[src/shared/scsl_pkg.sv]
// constants and types shared by the slot-identity and led status block
package scsl_pkg;
    // bus shape
    localparam int ADDR_W = 8;
    localparam int DATA_W = 32;
    // register byte offsets
    localparam logic [7:0] SLOT_OFFS     = 8'h00;
    localparam logic [7:0] MODE_OFFS     = 8'h04;
    localparam logic [7:0] LED_OFFS      = 8'h08;
    localparam logic [7:0] IRQ_STAT_OFFS = 8'h0c;
    localparam logic [7:0] IRQ_MASK_OFFS = 8'h10;
    localparam logic [7:0] NAME_OFFS     = 8'h14;
    // field positions
    localparam int SLOT_NUM_LSB   = 0;
    localparam int SLOT_VALID_BIT = 4;
    localparam int SLOT_BAD_BIT   = 5;
    localparam int SLOT_POS_LSB   = 8;
    localparam int LED_LINK_LSB   = 0;
    localparam int LED_ACT_LSB    = 4;
    localparam int IRQ_BAD_BIT    = 0;
    localparam int IRQ_LINK_LSB   = 1;
    localparam int NAME_BYTE_W    = 8;
    // sizes
    localparam int MAX_PORTS = 4;
    localparam int SWITCH_W  = 3;
    localparam int SLOT_W    = 4;
    localparam int IRQ_W     = 1 + MAX_PORTS;
    // positions accepted per variant
    localparam int VALID_POS_FOUR = 3;
    localparam int VALID_POS_TWO  = 2;
    // reset values
    localparam logic [MAX_PORTS-1:0] MODE_RST     = 4'h0;
    localparam logic [IRQ_W-1:0]     IRQ_MASK_RST = 5'h00;
    // activity blink on-time
    localparam int CLK_FREQ_HZ     = 10_000_000;
    localparam int BLINK_TIME_MS   = 50;
    localparam int BLINK_CYCLES    = BLINK_TIME_MS * (CLK_FREQ_HZ / 1000);
    localparam int BLINK_CNT_W     = 20;
    // blink stretcher states
    typedef enum logic {
        BLINK_IDLE,
        BLINK_ON
    } scsl_blink_state_e;
endpackage

[src/rtl/scsl_sync.sv]
// two-flop synchroniser for pin inputs
`timescale 1ns/10ps
module scsl_sync #(
    parameter int WIDTH = 1
) (
    // clock and reset
    input  wire logic             core_clk_in,
    input  wire logic             sys_rst_in,
    // data
    input  wire logic [WIDTH-1:0] d_in,
    output logic      [WIDTH-1:0] q_out
);
    typedef struct packed {
        logic [WIDTH-1:0] meta;
        logic [WIDTH-1:0] stable;
    } scsl_sync_s;

    scsl_sync_s st_reg;
    scsl_sync_s st_next;

    // meta feeds only the second stage
    always_comb begin
        st_next.meta   = d_in;
        st_next.stable = st_reg.meta;
    end

    always_ff @(posedge core_clk_in or posedge sys_rst_in) begin
        if (sys_rst_in) begin
            st_reg <= '0;
        end else begin
            st_reg <= st_next;
        end
    end

    assign q_out = st_reg.stable;
endmodule

[src/rtl/scsl_blink.sv]
// stretches one frame event into a visible activity blink
`timescale 1ns/10ps
module scsl_blink
    import scsl_pkg::*;
#(
    parameter int CNT_W     = scsl_pkg::BLINK_CNT_W,
    parameter int ON_CYCLES = scsl_pkg::BLINK_CYCLES
) (
    // clock and reset
    input  wire logic core_clk_in,
    input  wire logic sys_rst_in,
    // frame event and lamp
    input  wire logic frame_evt_in,
    output logic      led_out
);
    typedef struct packed {
        scsl_blink_state_e state;
        logic [CNT_W-1:0]  cnt;
        logic              led;
    } scsl_blink_s;

    localparam logic [CNT_W-1:0] LOAD = CNT_W'(ON_CYCLES - 1);

    scsl_blink_s st_reg;
    scsl_blink_s st_next;

    // a new frame reloads the timer so bursts look like one long blink
    always_comb begin
        st_next = st_reg;
        case (st_reg.state)
            BLINK_IDLE: begin
                if (frame_evt_in) begin
                    st_next.state = BLINK_ON;
                    st_next.cnt   = LOAD;
                end
            end
            BLINK_ON: begin
                if (frame_evt_in) begin
                    st_next.cnt = LOAD;
                end else if (st_reg.cnt == '0) begin
                    st_next.state = BLINK_IDLE;
                end else begin
                    st_next.cnt = st_reg.cnt - 1'b1;
                end
            end
            default: begin
                st_next.state = BLINK_IDLE;
            end
        endcase
        st_next.led = (st_next.state == BLINK_ON);
    end

    always_ff @(posedge core_clk_in or posedge sys_rst_in) begin
        if (sys_rst_in) begin
            st_reg <= '{state: BLINK_IDLE, cnt: '0, led: 1'b0};
        end else begin
            st_reg <= st_next;
        end
    end

    assign led_out = st_reg.led;
endmodule

[src/rtl/scsl_top.sv]
// slot identity decode, port naming and per-port led status for a serial card
//
// Our own choices: the plain strobed port and the address map.
`timescale 1ns/10ps

// Functional notes
// - slot is switch position plus one
// - switch read as three bits, eight positions
// - four-port accepts 0-2, two-port 0-1
// - each port independently terminal or circuit side
// - one activity blink per burst of frames
// - terminal side: link on with DSR, DCD, CTS
// - ports 2 and 3 lamps on four-port only
module scsl_top
    import scsl_pkg::*;
#(
    parameter int PORT_COUNT    = 4,
    parameter int BLINK_CYCLES_P = scsl_pkg::BLINK_CYCLES
) (
    // clock and reset
    input  wire logic                            core_clk_in,
    input  wire logic                            sys_rst_in,
    // register port
    input  wire logic [scsl_pkg::ADDR_W-1:0]     reg_addr_in,
    input  wire logic [scsl_pkg::DATA_W-1:0]     reg_wdata_in,
    input  wire logic                            reg_wr_in,
    input  wire logic                            reg_rd_in,
    output logic      [scsl_pkg::DATA_W-1:0]     reg_rdata_out,
    // rotary switch pins
    input  wire logic [scsl_pkg::SWITCH_W-1:0]   rotary_switch_in,
    // modem control pins, one bit per port
    input  wire logic [scsl_pkg::MAX_PORTS-1:0]  dsr_in,
    input  wire logic [scsl_pkg::MAX_PORTS-1:0]  dcd_in,
    input  wire logic [scsl_pkg::MAX_PORTS-1:0]  cts_in,
    input  wire logic [scsl_pkg::MAX_PORTS-1:0]  dtr_in,
    input  wire logic [scsl_pkg::MAX_PORTS-1:0]  rts_in,
    // frame events from the serial engines
    input  wire logic [scsl_pkg::MAX_PORTS-1:0]  tx_frame_in,
    input  wire logic [scsl_pkg::MAX_PORTS-1:0]  rx_frame_in,
    // slot identity
    output logic      [scsl_pkg::SLOT_W-1:0]     card_slot_number_out,
    output logic                                 slot_valid_out,
    output logic                                 switch_bad_out,
    output logic      [scsl_pkg::DATA_W-1:0]     port_name_out,
    // front-panel lamps
    output logic                                 port0_activity_led_out,
    output logic                                 port0_link_led_out,
    output logic                                 port1_activity_led_out,
    output logic                                 port1_link_led_out,
    output logic                                 port2_activity_led_out,
    output logic                                 port2_link_led_out,
    output logic                                 port3_activity_led_out,
    output logic                                 port3_link_led_out,
    // interrupt
    output logic                                 irq_out
);
    localparam int MODEM_W = 5 * MAX_PORTS;
    localparam int VALID_POS =
        (PORT_COUNT == MAX_PORTS) ? VALID_POS_FOUR : VALID_POS_TWO;
    localparam logic [MAX_PORTS-1:0] PORT_MASK =
        MAX_PORTS'((1 << PORT_COUNT) - 1);

    typedef struct packed {
        logic [SLOT_W-1:0]    slot_num;
        logic                 slot_valid;
        logic                 switch_bad;
        logic [MAX_PORTS-1:0] dce_mode;
        logic [MAX_PORTS-1:0] link_led;
        logic [IRQ_W-1:0]     irq_status;
        logic [IRQ_W-1:0]     irq_mask;
        logic                 irq;
        logic [DATA_W-1:0]    rd_data;
        logic [DATA_W-1:0]    port_names;
    } scsl_top_s;

    scsl_top_s st_reg;
    scsl_top_s st_next;

    logic [SWITCH_W-1:0]  sw_sync;
    logic [MODEM_W-1:0]   modem_sync;
    logic [MAX_PORTS-1:0] dsr_s;
    logic [MAX_PORTS-1:0] dcd_s;
    logic [MAX_PORTS-1:0] cts_s;
    logic [MAX_PORTS-1:0] dtr_s;
    logic [MAX_PORTS-1:0] rts_s;
    logic [MAX_PORTS-1:0] act_led;

    // true when the position is accepted by this variant
    function automatic logic pos_ok(input logic [SWITCH_W-1:0] pos);
        pos_ok = ({1'b0, pos} < (SWITCH_W+1)'(VALID_POS));
    endfunction

    // slot number shown for a switch position
    function automatic logic [SLOT_W-1:0] slot_of(input logic [SWITCH_W-1:0] pos);
        slot_of = {1'b0, pos} + 4'h1;
    endfunction

    // link lamp condition for one port in its selected role
    function automatic logic link_of(
        input logic dce,
        input logic dsr,
        input logic dcd,
        input logic cts,
        input logic dtr,
        input logic rts
    );
        if (dce) begin
            link_of = dtr & rts;
        end else begin
            link_of = dsr & dcd & cts;
        end
    endfunction

    // all three switch bits synchronised: eight positions
    scsl_sync #(
        .WIDTH (SWITCH_W)
    ) u_sw_sync (
        .core_clk_in (core_clk_in),
        .sys_rst_in  (sys_rst_in),
        .d_in        (rotary_switch_in),
        .q_out       (sw_sync)
    );

    // modem lines are asynchronous to the core clock
    scsl_sync #(
        .WIDTH (MODEM_W)
    ) u_modem_sync (
        .core_clk_in (core_clk_in),
        .sys_rst_in  (sys_rst_in),
        .d_in        ({rts_in, dtr_in, cts_in, dcd_in, dsr_in}),
        .q_out       (modem_sync)
    );

    // split the synchronised modem bundle
    assign dsr_s = modem_sync[0*MAX_PORTS +: MAX_PORTS];
    assign dcd_s = modem_sync[1*MAX_PORTS +: MAX_PORTS];
    assign cts_s = modem_sync[2*MAX_PORTS +: MAX_PORTS];
    assign dtr_s = modem_sync[3*MAX_PORTS +: MAX_PORTS];
    assign rts_s = modem_sync[4*MAX_PORTS +: MAX_PORTS];

    // one stretcher per port; absent ports never see an event
    generate
        for (genvar p = 0; p < MAX_PORTS; p++) begin : g_act
            logic evt;
            assign evt = (tx_frame_in[p] | rx_frame_in[p]) & PORT_MASK[p];
            scsl_blink #(
                .CNT_W     (BLINK_CNT_W),
                .ON_CYCLES (BLINK_CYCLES_P)
            ) u_blink (
                .core_clk_in  (core_clk_in),
                .sys_rst_in   (sys_rst_in),
                .frame_evt_in (evt),
                .led_out      (act_led[p])
            );
        end
    endgenerate

    // decode, lamps, events and register access in one pass
    always_comb begin
        logic                 bad_now;
        logic [MAX_PORTS-1:0] link_now;
        logic [IRQ_W-1:0]     evt;
        logic [IRQ_W-1:0]     clr;
        bad_now  = 1'b0;
        link_now = '0;
        evt      = '0;
        clr      = '0;
        st_next  = st_reg;

        // slot identity; a bad position hides the slot number
        bad_now            = !pos_ok(sw_sync);
        st_next.switch_bad = bad_now;
        st_next.slot_valid = !bad_now;
        st_next.slot_num   = bad_now ? 4'h0 : slot_of(sw_sync);

        // names: one byte per port, absent ports zero
        for (int p = 0; p < MAX_PORTS; p++) begin
            if (PORT_MASK[p] && !bad_now) begin
                st_next.port_names[p*NAME_BYTE_W +: NAME_BYTE_W] =
                    {slot_of(sw_sync), 4'(p)};
            end else begin
                st_next.port_names[p*NAME_BYTE_W +: NAME_BYTE_W] = 8'h00;
            end
        end

        // link lamps follow the role bit of each port
        for (int p = 0; p < MAX_PORTS; p++) begin
            link_now[p] = PORT_MASK[p] & link_of(st_reg.dce_mode[p],
                dsr_s[p], dcd_s[p], cts_s[p], dtr_s[p], rts_s[p]);
        end
        st_next.link_led = link_now;

        // events: entering a bad position, and any link lamp change
        evt[IRQ_BAD_BIT] = bad_now & ~st_reg.switch_bad;
        evt[IRQ_LINK_LSB +: MAX_PORTS] = link_now ^ st_reg.link_led;

        // register writes
        if (reg_wr_in) begin
            case (reg_addr_in)
                MODE_OFFS: begin
                    // role bits of absent ports stay zero
                    st_next.dce_mode = reg_wdata_in[MAX_PORTS-1:0] & PORT_MASK;
                end
                IRQ_STAT_OFFS: begin
                    clr = reg_wdata_in[IRQ_W-1:0];
                end
                IRQ_MASK_OFFS: begin
                    st_next.irq_mask = reg_wdata_in[IRQ_W-1:0];
                end
                default: begin
                    // read-only or unmapped: ignored
                end
            endcase
        end

        // a new event in the clearing cycle survives the clear
        st_next.irq_status = (st_reg.irq_status & ~clr) | evt;
        st_next.irq = |(st_next.irq_status & st_next.irq_mask);

        // read data stand in the cycle after the strobe only
        st_next.rd_data = '0;
        if (reg_rd_in) begin
            case (reg_addr_in)
                SLOT_OFFS: begin
                    st_next.rd_data[SLOT_NUM_LSB +: SLOT_W]   = st_reg.slot_num;
                    st_next.rd_data[SLOT_VALID_BIT]           = st_reg.slot_valid;
                    st_next.rd_data[SLOT_BAD_BIT]             = st_reg.switch_bad;
                    st_next.rd_data[SLOT_POS_LSB +: SWITCH_W] = sw_sync;
                end
                MODE_OFFS: begin
                    st_next.rd_data[MAX_PORTS-1:0] = st_reg.dce_mode;
                end
                LED_OFFS: begin
                    st_next.rd_data[LED_LINK_LSB +: MAX_PORTS] = st_reg.link_led;
                    st_next.rd_data[LED_ACT_LSB +: MAX_PORTS]  = act_led;
                end
                IRQ_STAT_OFFS: begin
                    st_next.rd_data[IRQ_W-1:0] = st_reg.irq_status;
                end
                IRQ_MASK_OFFS: begin
                    st_next.rd_data[IRQ_W-1:0] = st_reg.irq_mask;
                end
                NAME_OFFS: begin
                    st_next.rd_data = st_reg.port_names;
                end
                default: begin
                    st_next.rd_data = '0;
                end
            endcase
        end
    end

    // state register; ports start terminal side
    always_ff @(posedge core_clk_in or posedge sys_rst_in) begin
        if (sys_rst_in) begin
            st_reg            <= '0;
            st_reg.dce_mode   <= MODE_RST;
            st_reg.irq_mask   <= IRQ_MASK_RST;
        end else begin
            st_reg <= st_next;
        end
    end

    // outputs straight from flops
    assign reg_rdata_out          = st_reg.rd_data;
    assign card_slot_number_out   = st_reg.slot_num;
    assign slot_valid_out         = st_reg.slot_valid;
    assign switch_bad_out         = st_reg.switch_bad;
    assign port_name_out          = st_reg.port_names;
    assign irq_out                = st_reg.irq;
    assign port0_activity_led_out = act_led[0];
    assign port1_activity_led_out = act_led[1];
    assign port2_activity_led_out = act_led[2];
    assign port3_activity_led_out = act_led[3];
    assign port0_link_led_out     = st_reg.link_led[0];
    assign port1_link_led_out     = st_reg.link_led[1];
    assign port2_link_led_out     = st_reg.link_led[2];
    assign port3_link_led_out     = st_reg.link_led[3];
endmodule

[config.mk]
export PLATFORM = sky130hd
export DESIGN_NAME = scsl_top
export DESIGN_NICKNAME = d
export VERILOG_FILES = /design/src/shared/scsl_pkg.sv /design/src/rtl/scsl_sync.sv /design/src/rtl/scsl_blink.sv /design/src/rtl/scsl_top.sv
export SDC_FILE = /design/constraint.sdc
export NUM_CORES = 1
export LEC_CHECK = 0
export ABC_AREA = 1
export CORE_UTILIZATION = 35
export CTS_CLUSTER_DIAMETER = 120
export DETAILED_ROUTE_END_ITERATION = 10
export DONT_BUFFER_PORTS = 1
export MAX_ROUTING_LAYER = met4
export PLACE_DENSITY = 0.6
export SYNTH_ARGS = -nofsm -noshare
export SYNTH_HDL_FRONTEND = slang
export SYNTH_SLANG_ARGS = --single-unit
[constraint.sdc]
create_clock -name core_clk_in -period 13.7 [get_ports core_clk_in]
set_clock_uncertainty 0.15 [all_clocks]
set_input_delay 4.11 -clock core_clk_in [delete_from_list [all_inputs] [get_ports core_clk_in]]
set_output_delay 4.11 -clock core_clk_in [all_outputs]
set_load 0.02 [all_outputs]
==> impl_metrics.yaml <==
route:
  wirelength_mm: 19.5
  routed_via_density: 4.69
  drtIter0Drc: 319
  drt_pass1_iterations: 7
  drc: 0
  num_vias: 6777
  antenna_left: 0
  post_drt_wl_per_cell_um: 13.5
synthesis:
  synth_compound_area_share_pct: 7.34
  synth-simple-area-share_pct: 28.8
  ys_warn_count: 0
  avgSynthCellArea_sq_um: 7.78
  synth_cell_types: 40
  synth-adder-area-share_pct: 1.26
  synth_xor_area_share_pct: 0.685
  netlist_area_sq_mm: 0.00894
  synth_top_family_by_area: "simple AND/OR/NAND/NOR gates"
  synth_cells: 1149
  ys_seq_area_share_pct: 47.8
  ys_ff_latch: 171
  yosys-mux-area-fraction_pct: 0.504
setup_path:
  cp_data_arrival_time_ns: 1.48
  cp_max_fo: 7
  cp-start-kind: "register"
  r2r_end: "g_act[3].u_blink.st_reg[1]"
  worstRegToRegCells: 9
  crit_required_ns: 9.44
  cp-end-kind: "output port"
  worstReg2RegStart: "g_act[3].u_blink.st_reg[1]"
  critPathKind: "register to output port"
  r2r_slack_ns: 11.59
  cp-startpoint: "card_slot_number_out[2]"
finish:
  area_growth_pct: 5.08
  layout_commonest_cell: "nand2_1"
  mostFrequentLayoutCells: "nand2_1, dfrtp_1, nor2_1"
  fin_nets: 1186
  largest_reg_flops: 84
  insertedDiodeCount: 0
  final_cells: 1444
  final_layout_size_suffix_gt1_share_pct: 6.73
  final_core_util_pct: 37.4
grt:
  antenna_found_initial: 0
  track_usage_pct: 16.2
  grt_pass1_wl_mm: 32.5
  grt_max_degree: 74
  grt_pass1_vias: 6351
  grt_overflow_total: 0
worst_hold_path:
  min-delay-start: "u_modem_sync.st_next[10]"
  hold_path_end: "u_modem_sync.q_out[10]"
  hold_path.class: "register to register"
  holdPathStages: 0
cts:
  clk_pin_slew_ns: 0.07
  ctsResizeCount: 0
  cts_buffers: 17
  clkSinkCount: 171
  ctsLongestPathBuffers: 2
  root_buffer: "clkbuf_16"
  cts_hold_buf: 0
  cts_tree: "done"
  clkLatencyLatePin_ns: 0.43
  postCtsSetupBuffers: 0
  htreeDepth: 4
placed_design:
  port_buffers: 0
  dpl.cell_count: 1413
  dpl.hpwl_mm: 14.1
  gp_congestion: 0.872
  place_ws_ns: 7.63
timing:
  min_period_ns: 5.74
  period_share_pct: 41.9
  setup_ws_ns: 7.96
  relSlewSlack_pct: 28.8
  final_hold_viol_count: 0
  setup_viol: 0
  rsz0062_at_grt: "false"
  fmax_ghz: 0.174
  drv_slew: 0
  final.setup.tns_ns: 0
  worstMarginPinSlew_ns: 1.07
die:
  fp.dieW_um: 162
  fp-row-count: 58
  initial_core_util_pct: 35.6
  die_h_um: 162
  die-area_sq_mm: 0.0262
  coreArea_sq_mm: 0.0251
  ioPinCount: 154
power_and_ir_drop:
  power.density_mw_per_mm2: 112
  ir_drop_mv: 0.0729
  leakage_nw: 4.49
status:
  status: "finished, final reports clean"
job:
  cap_violations: 0
==> cells by family after synthesis <==
| logic type | after synthesis |
|---|---|
| xor gates and xnor gates | 7 |
| DFF | 171 |
| and+or+nand+nor | 596 |
| buffers and inverters | 239 |
| AOI/OAI and AO/OA | 122 |
| adders and majority gates | 9 |
| other | 1 |
| muxes | 4 |
==> metal layers <==
metal	vias to the layer above	track usage (%)	part of all wire, %
met5	-	-	0
met4	0	4.76	0.79
met3	13	3.68	4.3
met2	126	25.3	47
met1	3185	20.9	48
li1	3453	-	-
==> how the worst max path moves through the flow <==
stage	endpoint	slack [ns]	cells past startpoint
floorplan	card_slot_number_out[0]	4.81	1
global placement	g_act[1].u_blink.st_reg[2]	7.63	4
detailed placement	g_act[1].u_blink.st_reg[17]	7.63	4
CTS	port_name_out[5]	7.95	0
global route	card_slot_number_out[2]	7.91	0
finish	card_slot_number_out[2]	7.96	0
==> area by class of cell <==
| cell class | instances | area (sq um) |
|---|---|---|
| Clock inverter | 14 | 154 |
| Clock buffer | 17 | 425 |
| Fill cell | 2645 | 15700 |
| Inverter | 152 | 578 |
| Sequential cell | 171 | 4280 |
| Multi-Input combinational cell | 757 | 3530 |
| Timing Repair Buffer | 3 | 22.5 |
| Tap cell | 330 | 413 |
==> cell usage after synthesis <==
library cell,instances,area (sq um)
xor2_1,6,52.6
clkbuf_1,8,30.0
dfrtp_1,171,4280
a21oi_1,43,215
a21o_1,1,7.51
nor4_1,1,6.26
mux2_2,4,45.0
nor2_1,162,608
clkinv_1,1,3.75
and2_1,2,12.5
o211ai_1,7,52.6
a31o_2,2,17.5
nor2_4,1,11.3
o21ai_1,8,40.0
inv_2,2,7.51
inv_1,148,556
buf_6,5,56.3
nor3_1,9,45.0
buf_2,2,10.0
nand3_2,6,60.1
buf_1,1,3.75
nor2_2,15,93.8
inv_4,1,6.26
buf_4,71,533
o21bai_1,2,15.0
ha_1,9,113
o21ai_0,54,270
nand2_4,3,33.8
nand2_2,6,37.5
nand4_1,21,131
o32ai_1,2,17.5
o22ai_1,1,6.26
o221ai_1,1,8.76
nor3b_1,1,7.51
a31oi_1,1,6.26
nand3_1,97,485
nand3b_1,7,52.6
xnor2_1,1,8.76
nand2_1,265,995
conb_1,1,3.75
==> power by group <==
| part | leakage [nW] | internal (W) | switching (W) | total, W |
|---|---|---|---|---|
| sequential | 2.00 | 0.000516 | 0.0000143 | 0.000530 |
| clock | 0.282 | 0.000258 | 0.000223 | 0.000481 |
| combinational | 2.21 | 0.00000775 | 0.0000299 | 0.0000376 |
| total | 4.49 | 0.000782 | 0.000267 | 0.00105 |
==> through the flow <==
| stage | cell area (sq um) | power [W] | hold slack, ns |
|---|---|---|---|
| after detailed placement | 8820 | 0.000579 | 0.185 |
| after CTS | 9400 | 0.00106 | 0.194 |
| after floorplan | 9010 | 0.000577 | 0.181 |
| final | 9400 | 0.00105 | 0.197 |
| after global routing | 9400 | 0.00109 | 0.200 |
| after global placement | 8820 | 0.000578 | 0.183 |
No activity file was read; power rests on OpenSTA's default activity.
